===== config.mk =====
export PLATFORM = sky130hd
export DESIGN_NAME = cgr_regs
export DESIGN_NICKNAME = d
export VERILOG_FILES = /design/src/hw/cgr_pkg.sv /design/src/hw/cgr_regs.sv /design/src/hw/cgr_amp_decode.sv
export SDC_FILE = /design/constraint.sdc
export NUM_CORES = 1
export LEC_CHECK = 0
export ABC_CLOCK_PERIOD_IN_PS = 2300
export BUFFER_PORTS_ARGS = -buffer_cell sky130_fd_sc_hd__buf_2
export CAP_MARGIN = 15
export CORE_MARGIN = 10
export CORE_UTILIZATION = 40
export DETAILED_ROUTE_END_ITERATION = 10
export HOLD_SLACK_MARGIN = 0.1
export RECOVER_POWER = 50
export SYNTH_ARGS = -nofsm -noshare
export SYNTH_HDL_FRONTEND = slang
export SYNTH_SLANG_ARGS = --single-unit
export TNS_END_PERCENT = 1

===== constraint.sdc =====
create_clock -name sys_clk -period 2.3 [get_ports sys_clk]
set_input_delay 0.345 -clock sys_clk [delete_from_list [all_inputs] [get_ports sys_clk]]
set_output_delay 0.345 -clock sys_clk [all_outputs]
set_load 0.005 [all_outputs]

===== src/hw/cgr_pkg.sv =====
// Package: constants for the codec gain and routing register bank
package cgr_pkg;
   // ----------------------------------------------------------------
   // Register port
   // ----------------------------------------------------------------
   localparam int CGR_AW = 4;
   localparam int CGR_DW = 8;
   // Gain register (four sub-registers) and input routing register
   localparam logic [3:0] CGR_ADDR_GAIN = 4'h5;
   localparam logic [3:0] CGR_ADDR_ROUTE = 4'h6;
   // Sub-register selectors in bits 7:6 of a gain write
   localparam logic [1:0] CGR_SUB_REC = 2'h0;
   localparam logic [1:0] CGR_SUB_PLAY = 2'h1;
   localparam logic [1:0] CGR_SUB_SIDE = 2'h2;
   localparam logic [1:0] CGR_SUB_SPK = 2'h3;
   localparam int CGR_SUB_HI = 7;
   localparam int CGR_SUB_LO = 6;
   localparam int CGR_ROUTE_SEL = 7;
   // ----------------------------------------------------------------
   // Field positions
   // ----------------------------------------------------------------
   localparam int CGR_AMP_HI = 5;
   localparam int CGR_ASIDE_HI = 5;
   localparam int CGR_ASIDE_LO = 3;
   localparam int CGR_DSIDE_HI = 2;
   localparam int CGR_SPK_HI = 5;
   localparam int CGR_SPK_LO = 4;
   localparam int CGR_HDS_LOOP = 6;
   localparam int CGR_HNS_LOOP = 5;
   localparam int CGR_CID_IN = 4;
   localparam int CGR_LINE_IN = 3;
   localparam int CGR_MIC_IN = 2;
   localparam int CGR_HNS_IN = 1;
   localparam int CGR_HDS_IN = 0;
   // ----------------------------------------------------------------
   // Codes and reset values
   // ----------------------------------------------------------------
   localparam logic [5:0] CGR_AMP_MUTE = 6'h1f;
   localparam logic [5:0] CGR_AMP_FINE_MAX = 6'h1b;
   localparam logic [2:0] CGR_SIDE_MUTE = 3'h7;
   localparam logic [5:0] CGR_AMP_RST = 6'h00;
   localparam logic [5:0] CGR_SIDE_RST = 6'h00;
   localparam logic [1:0] CGR_SPK_RST = 2'h0;
   localparam logic [6:0] CGR_ROUTE_RST = 7'h00;
   // Gains in half-dB units, magnitude; coarse steps above the fine range
   localparam logic [6:0] CGR_HDB_STEP = 7'h03;
   localparam logic [6:0] CGR_HDB_42 = 7'h54;
   localparam logic [6:0] CGR_HDB_48 = 7'h60;
   localparam logic [6:0] CGR_HDB_54 = 7'h6c;
   // Sidetone attenuation in dB: base and step
   localparam logic [4:0] CGR_SIDE_BASE_DB = 5'h09;
   localparam logic [4:0] CGR_SIDE_STEP_DB = 5'h03;
endpackage


===== src/hw/cgr_regs.sv =====
// Codec gain and input routing register bank with decoded controls
//
// Contract
// - Record gain code 011111 mutes record path
// - Record codes 0-27 give 1.5 dB steps
// - Record codes 28-30 give 42/48/54 dB
// - Playback gain same codes as attenuation
// - Playback code 011111 mutes playback path
// - Analog sidetone -9 dB, 3 dB steps
// - Analog sidetone code 111 mutes
// - Digital sidetone -9 dB, 3 dB steps
// - Digital sidetone code 111 mutes
// - Headset loopthrough bit, resets clear
// - Handset loopthrough bit, resets clear
// - Caller-id input select, resets clear
// - Line input select, resets clear
// - Microphone input select, resets clear
// - Handset input select, resets clear
// - Headset input select, resets clear
`timescale 1ns/100ps
module cgr_regs
   import cgr_pkg::*;
(
   input wire logic sys_clk,
   input wire logic rst_n,
   input wire logic [CGR_AW-1:0] reg_addr,
   input wire logic [CGR_DW-1:0] reg_wdata,
   input wire logic reg_wr,
   input wire logic reg_rd,
   output logic [CGR_DW-1:0] reg_rdata,
   output logic [5:0] rec_amp_gain,
   output logic [6:0] rec_gain_hdb,
   output logic rec_mute,
   output logic [5:0] play_amp_gain,
   output logic [6:0] play_atten_hdb,
   output logic play_mute,
   output logic [2:0] analog_side_gain,
   output logic [4:0] analog_side_atten_db,
   output logic analog_side_mute,
   output logic [2:0] digital_side_gain,
   output logic [4:0] digital_side_atten_db,
   output logic digital_side_mute,
   output logic [1:0] speaker_gain_sel,
   output logic [1:0] speaker_gain_db,
   output logic headset_loopthrough,
   output logic handset_loopthrough,
   output logic callerid_in_sel,
   output logic line_in_sel,
   output logic mic_in_sel,
   output logic handset_in_sel,
   output logic headset_in_sel
);
   // ----------------------------------------------------------------
   // Storage
   // ----------------------------------------------------------------
   logic [5:0] adc_input_gain_r;
   logic [5:0] dac_playback_gain_r;
   logic [5:0] sidetone_gain_r;
   logic [1:0] speaker_gain_r;
   logic [6:0] input_routing_r;
   logic [CGR_DW-1:0] rdata_nxt;
   logic [6:0] rec_hdb_nxt;
   logic rec_mute_nxt;
   logic [6:0] play_hdb_nxt;
   logic play_mute_nxt;
   logic [4:0] aside_nxt;
   logic [4:0] dside_nxt;
   logic gain_wr;
   logic route_wr;
   logic [1:0] sub_sel;

   assign gain_wr = reg_wr && (reg_addr == CGR_ADDR_GAIN);
   assign sub_sel = reg_wdata[CGR_SUB_HI:CGR_SUB_LO];
   // Routing writes without the zero prefix are dropped, which keeps the
   // output-select sub-register that shares this address untouched
   assign route_wr = reg_wr && (reg_addr == CGR_ADDR_ROUTE) && !reg_wdata[CGR_ROUTE_SEL];

   // ----------------------------------------------------------------
   // Sub-register writes
   // ----------------------------------------------------------------
   always_ff @(posedge sys_clk) begin
      if (!rst_n) begin
         adc_input_gain_r <= CGR_AMP_RST;
         dac_playback_gain_r <= CGR_AMP_RST;
         sidetone_gain_r <= CGR_SIDE_RST;
         speaker_gain_r <= CGR_SPK_RST;
      end else if (gain_wr) begin
         case (sub_sel)
            CGR_SUB_REC: adc_input_gain_r <= reg_wdata[CGR_AMP_HI:0];
            CGR_SUB_PLAY: dac_playback_gain_r <= reg_wdata[CGR_AMP_HI:0];
            CGR_SUB_SIDE: sidetone_gain_r <= reg_wdata[CGR_ASIDE_HI:0];
            CGR_SUB_SPK: speaker_gain_r <= reg_wdata[CGR_SPK_HI:CGR_SPK_LO];
            default: adc_input_gain_r <= adc_input_gain_r;
         endcase
      end
   end

   always_ff @(posedge sys_clk) begin
      if (!rst_n) begin
         input_routing_r <= CGR_ROUTE_RST;
      end else if (route_wr) begin
         input_routing_r <= reg_wdata[6:0];
      end
   end

   // ----------------------------------------------------------------
   // Read back
   // ----------------------------------------------------------------
   // A gain read returns the sub-register named by the prefix on the
   // write data lines, with that prefix echoed in the top bits
   always_comb begin
      rdata_nxt = 8'h00;
      if (reg_addr == CGR_ADDR_GAIN) begin
         case (sub_sel)
            CGR_SUB_REC: rdata_nxt = {CGR_SUB_REC, adc_input_gain_r};
            CGR_SUB_PLAY: rdata_nxt = {CGR_SUB_PLAY, dac_playback_gain_r};
            CGR_SUB_SIDE: rdata_nxt = {CGR_SUB_SIDE, sidetone_gain_r};
            CGR_SUB_SPK: rdata_nxt = {CGR_SUB_SPK, speaker_gain_r, 4'h0};
            default: rdata_nxt = 8'h00;
         endcase
      end else if (reg_addr == CGR_ADDR_ROUTE) begin
         rdata_nxt = {1'b0, input_routing_r};
      end
   end

   always_ff @(posedge sys_clk) begin
      if (!rst_n) begin
         reg_rdata <= 8'h00;
      end else if (reg_rd) begin
         reg_rdata <= rdata_nxt;
      end else begin
         reg_rdata <= 8'h00;
      end
   end

   // ----------------------------------------------------------------
   // Gain decode
   // ----------------------------------------------------------------
   cgr_amp_decode u_rec_dec (
      .code(adc_input_gain_r),
      .mag_hdb(rec_hdb_nxt),
      .mute(rec_mute_nxt)
   );

   // Same code table; the analog stage applies it as attenuation
   cgr_amp_decode u_play_dec (
      .code(dac_playback_gain_r),
      .mag_hdb(play_hdb_nxt),
      .mute(play_mute_nxt)
   );

   // Attenuation magnitude in dB: 9 + 3 * code; unused when muted
   assign aside_nxt = 5'(CGR_SIDE_BASE_DB
      + 5'(CGR_SIDE_STEP_DB * 5'(sidetone_gain_r[CGR_ASIDE_HI:CGR_ASIDE_LO])));
   assign dside_nxt = 5'(CGR_SIDE_BASE_DB
      + 5'(CGR_SIDE_STEP_DB * 5'(sidetone_gain_r[CGR_DSIDE_HI:0])));

   // ----------------------------------------------------------------
   // Registered controls to the analog section
   // ----------------------------------------------------------------
   // One flop of delay so every control pin is glitch free
   always_ff @(posedge sys_clk) begin
      if (!rst_n) begin
         rec_amp_gain <= CGR_AMP_RST;
         rec_gain_hdb <= 7'h00;
         rec_mute <= 1'b0;
         play_amp_gain <= CGR_AMP_RST;
         play_atten_hdb <= 7'h00;
         play_mute <= 1'b0;
      end else begin
         rec_amp_gain <= adc_input_gain_r;
         rec_gain_hdb <= rec_hdb_nxt;
         rec_mute <= rec_mute_nxt;
         play_amp_gain <= dac_playback_gain_r;
         play_atten_hdb <= play_hdb_nxt;
         play_mute <= play_mute_nxt;
      end
   end

   always_ff @(posedge sys_clk) begin
      if (!rst_n) begin
         analog_side_gain <= 3'h0;
         analog_side_atten_db <= CGR_SIDE_BASE_DB;
         analog_side_mute <= 1'b0;
         digital_side_gain <= 3'h0;
         digital_side_atten_db <= CGR_SIDE_BASE_DB;
         digital_side_mute <= 1'b0;
         speaker_gain_sel <= CGR_SPK_RST;
         speaker_gain_db <= 2'h0;
      end else begin
         analog_side_gain <= sidetone_gain_r[CGR_ASIDE_HI:CGR_ASIDE_LO];
         analog_side_atten_db <= aside_nxt;
         analog_side_mute <= (sidetone_gain_r[CGR_ASIDE_HI:CGR_ASIDE_LO] == CGR_SIDE_MUTE);
         digital_side_gain <= sidetone_gain_r[CGR_DSIDE_HI:0];
         digital_side_atten_db <= dside_nxt;
         digital_side_mute <= (sidetone_gain_r[CGR_DSIDE_HI:0] == CGR_SIDE_MUTE);
         speaker_gain_sel <= speaker_gain_r;
         speaker_gain_db <= speaker_gain_r;
      end
   end

   always_ff @(posedge sys_clk) begin
      if (!rst_n) begin
         headset_loopthrough <= 1'b0;
         handset_loopthrough <= 1'b0;
         callerid_in_sel <= 1'b0;
         line_in_sel <= 1'b0;
         mic_in_sel <= 1'b0;
         handset_in_sel <= 1'b0;
         headset_in_sel <= 1'b0;
      end else begin
         headset_loopthrough <= input_routing_r[CGR_HDS_LOOP];
         handset_loopthrough <= input_routing_r[CGR_HNS_LOOP];
         callerid_in_sel <= input_routing_r[CGR_CID_IN];
         line_in_sel <= input_routing_r[CGR_LINE_IN];
         mic_in_sel <= input_routing_r[CGR_MIC_IN];
         handset_in_sel <= input_routing_r[CGR_HNS_IN];
         headset_in_sel <= input_routing_r[CGR_HDS_IN];
      end
   end
endmodule // cgr_regs


===== src/hw/cgr_amp_decode.sv =====
// Decoder: six-bit amplifier code to half-dB magnitude and mute
`timescale 1ns/100ps
module cgr_amp_decode
   import cgr_pkg::*;
(
   input wire logic [5:0] code,
   output logic [6:0] mag_hdb,
   output logic mute
);
   always_comb begin
      mute = (code == CGR_AMP_MUTE);
      mag_hdb = 7'h00;
      if (code <= CGR_AMP_FINE_MAX) begin
         // Equal steps of 1.5 dB from 0 dB
         mag_hdb = 7'((7'(code) << 1) + 7'(code));
      end else begin
         case (code)
            6'h1c: mag_hdb = CGR_HDB_42;
            6'h1d: mag_hdb = CGR_HDB_48;
            6'h1e: mag_hdb = CGR_HDB_54;
            default: mag_hdb = 7'h00;
         endcase
      end
   end
endmodule // cgr_amp_decode


==> impl_summary.log <==
INFO  metric grt_overflow_total = 0
INFO  metric rr_worst_depth = 7
INFO  metric clockRootBuffer = clkbuf_8
INFO  metric ctsHtreeMaxLevel = 3
INFO  metric mean_instance_size_in_the_synthesized_netlist = just under 10 um^2
INFO  metric cts.reportedPaths.clkPinSlew = 0.08 ns
INFO  metric critical_path_required = 2.58 ns
INFO  metric status = finished, final reports clean
INFO  metric timing.critical_path.slowest_cell_delay = 0.54 ns
INFO  metric detail_route.first_pass.iterations = 4
INFO  metric fin_crit_sh = between 80% and 90%
INFO  metric p_seq_share = 57.6%
INFO  metric hold_path_class = in -> reg
INFO  metric netSwitchingFraction = 22.63%
INFO  metric cp-startpoint = rst_n
INFO  metric ys_seq_elements = 90
INFO  metric synth.yosys.warnings = 0
INFO  metric tritoncts_buffer_count = 9
INFO  metric fin_setup_tns = 0 ns
INFO  metric number_of_antenna_violations_at_the_first_check_in_global_routing = 0
INFO  metric yosysSeqAreaShare = 47.76%
INFO  metric layout-area-overhead-vs-synth = 16.29%
INFO  metric power-per-cell-area = 619.1 mW/mm^2
INFO  metric setup_viol = 0
INFO  metric place.detailed.instances = ~560
INFO  metric layout-drive-gt1-share = 16.31%
INFO  metric drc = 0
INFO  metric synthSimpleGateAreaFrac = 15.62%
INFO  metric post_layout_nonfiller_instances = between 500 and 600
INFO  metric final-hold-violation-count = 0
INFO  metric grt_pass1_wl = ~14000 um
INFO  metric post_synthesis_compound_gate_area_fraction = 10.28%
INFO  metric post_synth_mux_area_share = 6.235%
INFO  metric least_margin_pin_slew = 0.7332 ns
INFO  metric clkSinkCount = 90
INFO  metric worst_clock_skew = approximately 0.010 ns
INFO  metric worstReg2RegEnd = rec_gain_hdb[5]
INFO  metric yosys.area_share.xor_xnor = 2.322%
INFO  metric die_area = ~0.014 mm^2
INFO  metric cp_startpoint_kind = primary input
INFO  metric end_kind = register
INFO  metric critical_path_fanouts_max = 13
INFO  metric cellLeakagePower = 0.001996 uW
INFO  metric async_flop_share = 0%
INFO  metric vias = roughly 2900
INFO  metric io-pin-count = roughly 80
INFO  metric dieWidth = 117.1 um
INFO  metric yosys_most_used_dff = dfxtp_1
INFO  metric timing.critical_path.buf_inv = 2
INFO  metric cts_repair_resize_count = 0
INFO  metric detailed_place.area = 0.004235 mm^2
INFO  metric vias_per_cell = around 4.9
INFO  metric fmax = 528.1 MHz
INFO  metric dp_hpwl = 6913 um
INFO  metric met2_length = 4306 um
INFO  metric clock_power_share = around 40%
INFO  metric final_cell_area = 0.004387 mm^2
INFO  metric critical_path.cell_chain = clkbuf_1, clkbuf_1, nand3_1, a21oi_1, o21ai_0, o21ai_0
INFO  metric min_to = input_routing_r[5]
INFO  metric p_switching = 614.6 uW
INFO  metric netlist_area = 0.003772 mm^2
INFO  metric clk-insertion-delay-late = 0.35 ns
INFO  metric hp-start = reg_wdata[5]
INFO  metric timing.max_slew.rel_slack = roughly half
INFO  metric pwr-share-comb = 3.3%
INFO  metric dr_wl_met3 = 672 um
INFO  metric cp_data_arrival_time = 2.17 ns
INFO  metric synth_top_family_by_area = simple AND/OR/NAND/NOR gates
INFO  metric grt_pass1_vias = 2838
INFO  metric floorplan.rows = 35
INFO  metric top_signal_layer_used = met4
INFO  metric grt_start_max_net_pins = 24
INFO  metric finalCriticalPeriod = 1.894 ns
INFO  metric post_cts.repair.setup_buffers = 0
INFO  metric max_cap_viol_count = 0
INFO  metric synth-edff-count = 0
INFO  metric timing.critical_path.max_delay_family = buffers and inverters
INFO  metric initial_utilization = 41.02%
INFO  metric final_antenna_net_count = 0
INFO  metric hold_path_depth = 3
INFO  metric diodes = 0
INFO  metric synthesis.instances = 383
INFO  metric synthesized_nets = roughly 430
INFO  metric detailedRoute.firstIterationViolations = 140
INFO  metric worst_reg2reg_setup_slack = ~0.5 ns
INFO  metric internal-power = 2101 uW
INFO  metric cts_tree = built
INFO  metric crit_path_top_delay_cell = clkbuf_1
INFO  metric clock_path_buffers = 2
INFO  metric final_standard_cell_utilization_of_the_core = 47.70%
INFO  metric routedWlPerCell = 15.43 um
INFO  metric max-vdd-ir-drop = 0.0003121 V
INFO  metric wl_met1 = between 3000 and 4000 um
INFO  metric path_class = in -> reg
INFO  metric fp.coreArea = approximately 0.0092 mm^2
INFO  metric io_buffers = 80
INFO  metric routability_congestion = 0.8275
INFO  metric die_height = 117.1 um
INFO  metric global_route.usage.total = 13.04%
INFO  metric cts_hold_repair.buffers = 0
INFO  metric grt_setup_unrepaired = no
INFO  metric netlist-cell-type-count = between 40 and 50
INFO  metric slew_violations = 0
INFO  metric postRouteWirelength = 8904 um
INFO  metric final_net_count = between 500 and 600
INFO  metric r2r_start = adc_input_gain_r[1]
INFO  metric synth_fa_ha_area_share = between 10% and 20%
[power by group through the flow]
stage	registers, uW	clock network, uW	logic [uW]
final	1570	1060	90.7
after global routing	1570	1160	99.9
after detailed placement	1600	0	93.2
after floorplan	1600	0	56.6
after CTS	1570	1090	93.4
after global placement	1600	0	92.4
[per-layer routing]
layer  track usage [%]  vias to the layer above
met4             4.366                        0
met5                 0                        -
li1                  -                     1439
met2             21.82                       81
met3             3.772                        7
met1             15.68                     1328
[worst min-delay path, delay by kind of cell]
kind	cells	cell delay (ns)
mux	1	0.06
buf+inv	1	0.09
simple gates	1	0.07
[registers in the layout (all words and copies together) (netlist names), 2 cells and up]
name                   flops
adc_input_gain_r           6
analog_side_atten_db       5
analog_side_gain           3
dac_playback_gain_r        6
digital_side_atten_db      5
digital_side_gain          3
input_routing_r            7
play_amp_gain              6
play_atten_hdb             7
rec_amp_gain               6
rec_gain_hdb               7
reg_rdata                  8
sidetone_gain_r            6
speaker_gain_db            2
speaker_gain_r             2
[layout by cell type, fill, tap and decap left out, types with 6 or more instances in the layout]
| cell type | instances |
|---|---|
| inv_1 | 28 |
| nor3_1 | 6 |
| clkbuf_1 | 31 |
| ha_1 | 30 |
| and2_1 | 10 |
| dfxtp_1 | 90 |
| clkbuf_8 | 9 |
| a21oi_1 | 11 |
| mux2i_1 | 19 |
| a22oi_1 | 7 |
| nor2_1 | 30 |
| nand2_1 | 45 |
| o21ai_0 | 25 |
| xnor2_1 | 8 |
| buf_2 | 53 |
[per-stage QoR]
stage	power, uW	hold WS, ns	setup WS, ns
after floorplan	1658	0.4337	0.6895
after global placement	1694	0.4731	0.5802
after detailed placement	1695	0.4651	0.5255
after CTS	2754	0.2352	0.4885
after global routing	2831	0.2229	0.2181
final	2716	0.2487	0.4063
[area by class of cell]
type                       instances  area [um^2]
sequential                        90         1802
inverter                          29        108.9
tap                              111        138.9
clock inverter                     5        63.81
clock buffer                      11        131.4
multi-input combinational        247         1755
fill                             898         4810
timing repair buffer              84        386.6
[logic make-up (layout without fill, tap and decap cells)]
| group | count (synthesis) | in the layout |
|---|---|---|
| buffers and inverters | 46 | 129 |
| AND/OR/NAND/NOR | 118 | 118 |
| multiplexers | 21 | 21 |
| adder cells (fa/ha/maj) | 34 | 34 |
| XOR/XNOR | 10 | 10 |
| AO/OA/AOI/OAI | 64 | 64 |
| flip-flops | 90 | 90 |
[cell usage after synthesis, drive strengths merged (3+ instances only)]
cell type | number | area share (%)
dfxtp | 90 | 48
nand2 | 46 | 4.6
ha | 30 | 10
nor2 | 30 | 3.0
inv | 28 | 2.8
o21ai | 26 | 3.4
mux2i | 19 | 5.0
and2 | 14 | 2.3
buf | 14 | 2.5
a21oi | 11 | 1.5
xnor2 | 8 | 1.9
a22oi | 7 | 1.4
nor3 | 7 | 1.2
fa | 4 | 2.1
nand3 | 4 | 0.53
o21bai | 4 | 0.80
o22ai | 4 | 0.66
clkbuf | 3 | 0.30
nand4 | 3 | 0.50
[worst max-delay path by stage]
stage	end	cells past startpoint	slack [ns]
5_1_grt	play_atten_hdb[5]	6	0.22
3_5_place_dp	rec_gain_hdb[5]	7	0.53
6_report	play_atten_hdb[5]	6	0.41
2_1_floorplan	rec_gain_hdb[5]	7	0.69
4_1_cts	rec_gain_hdb[5]	7	0.49
3_3_place_gp	rec_gain_hdb[5]	7	0.58
(Power assumes the default switching activity.)
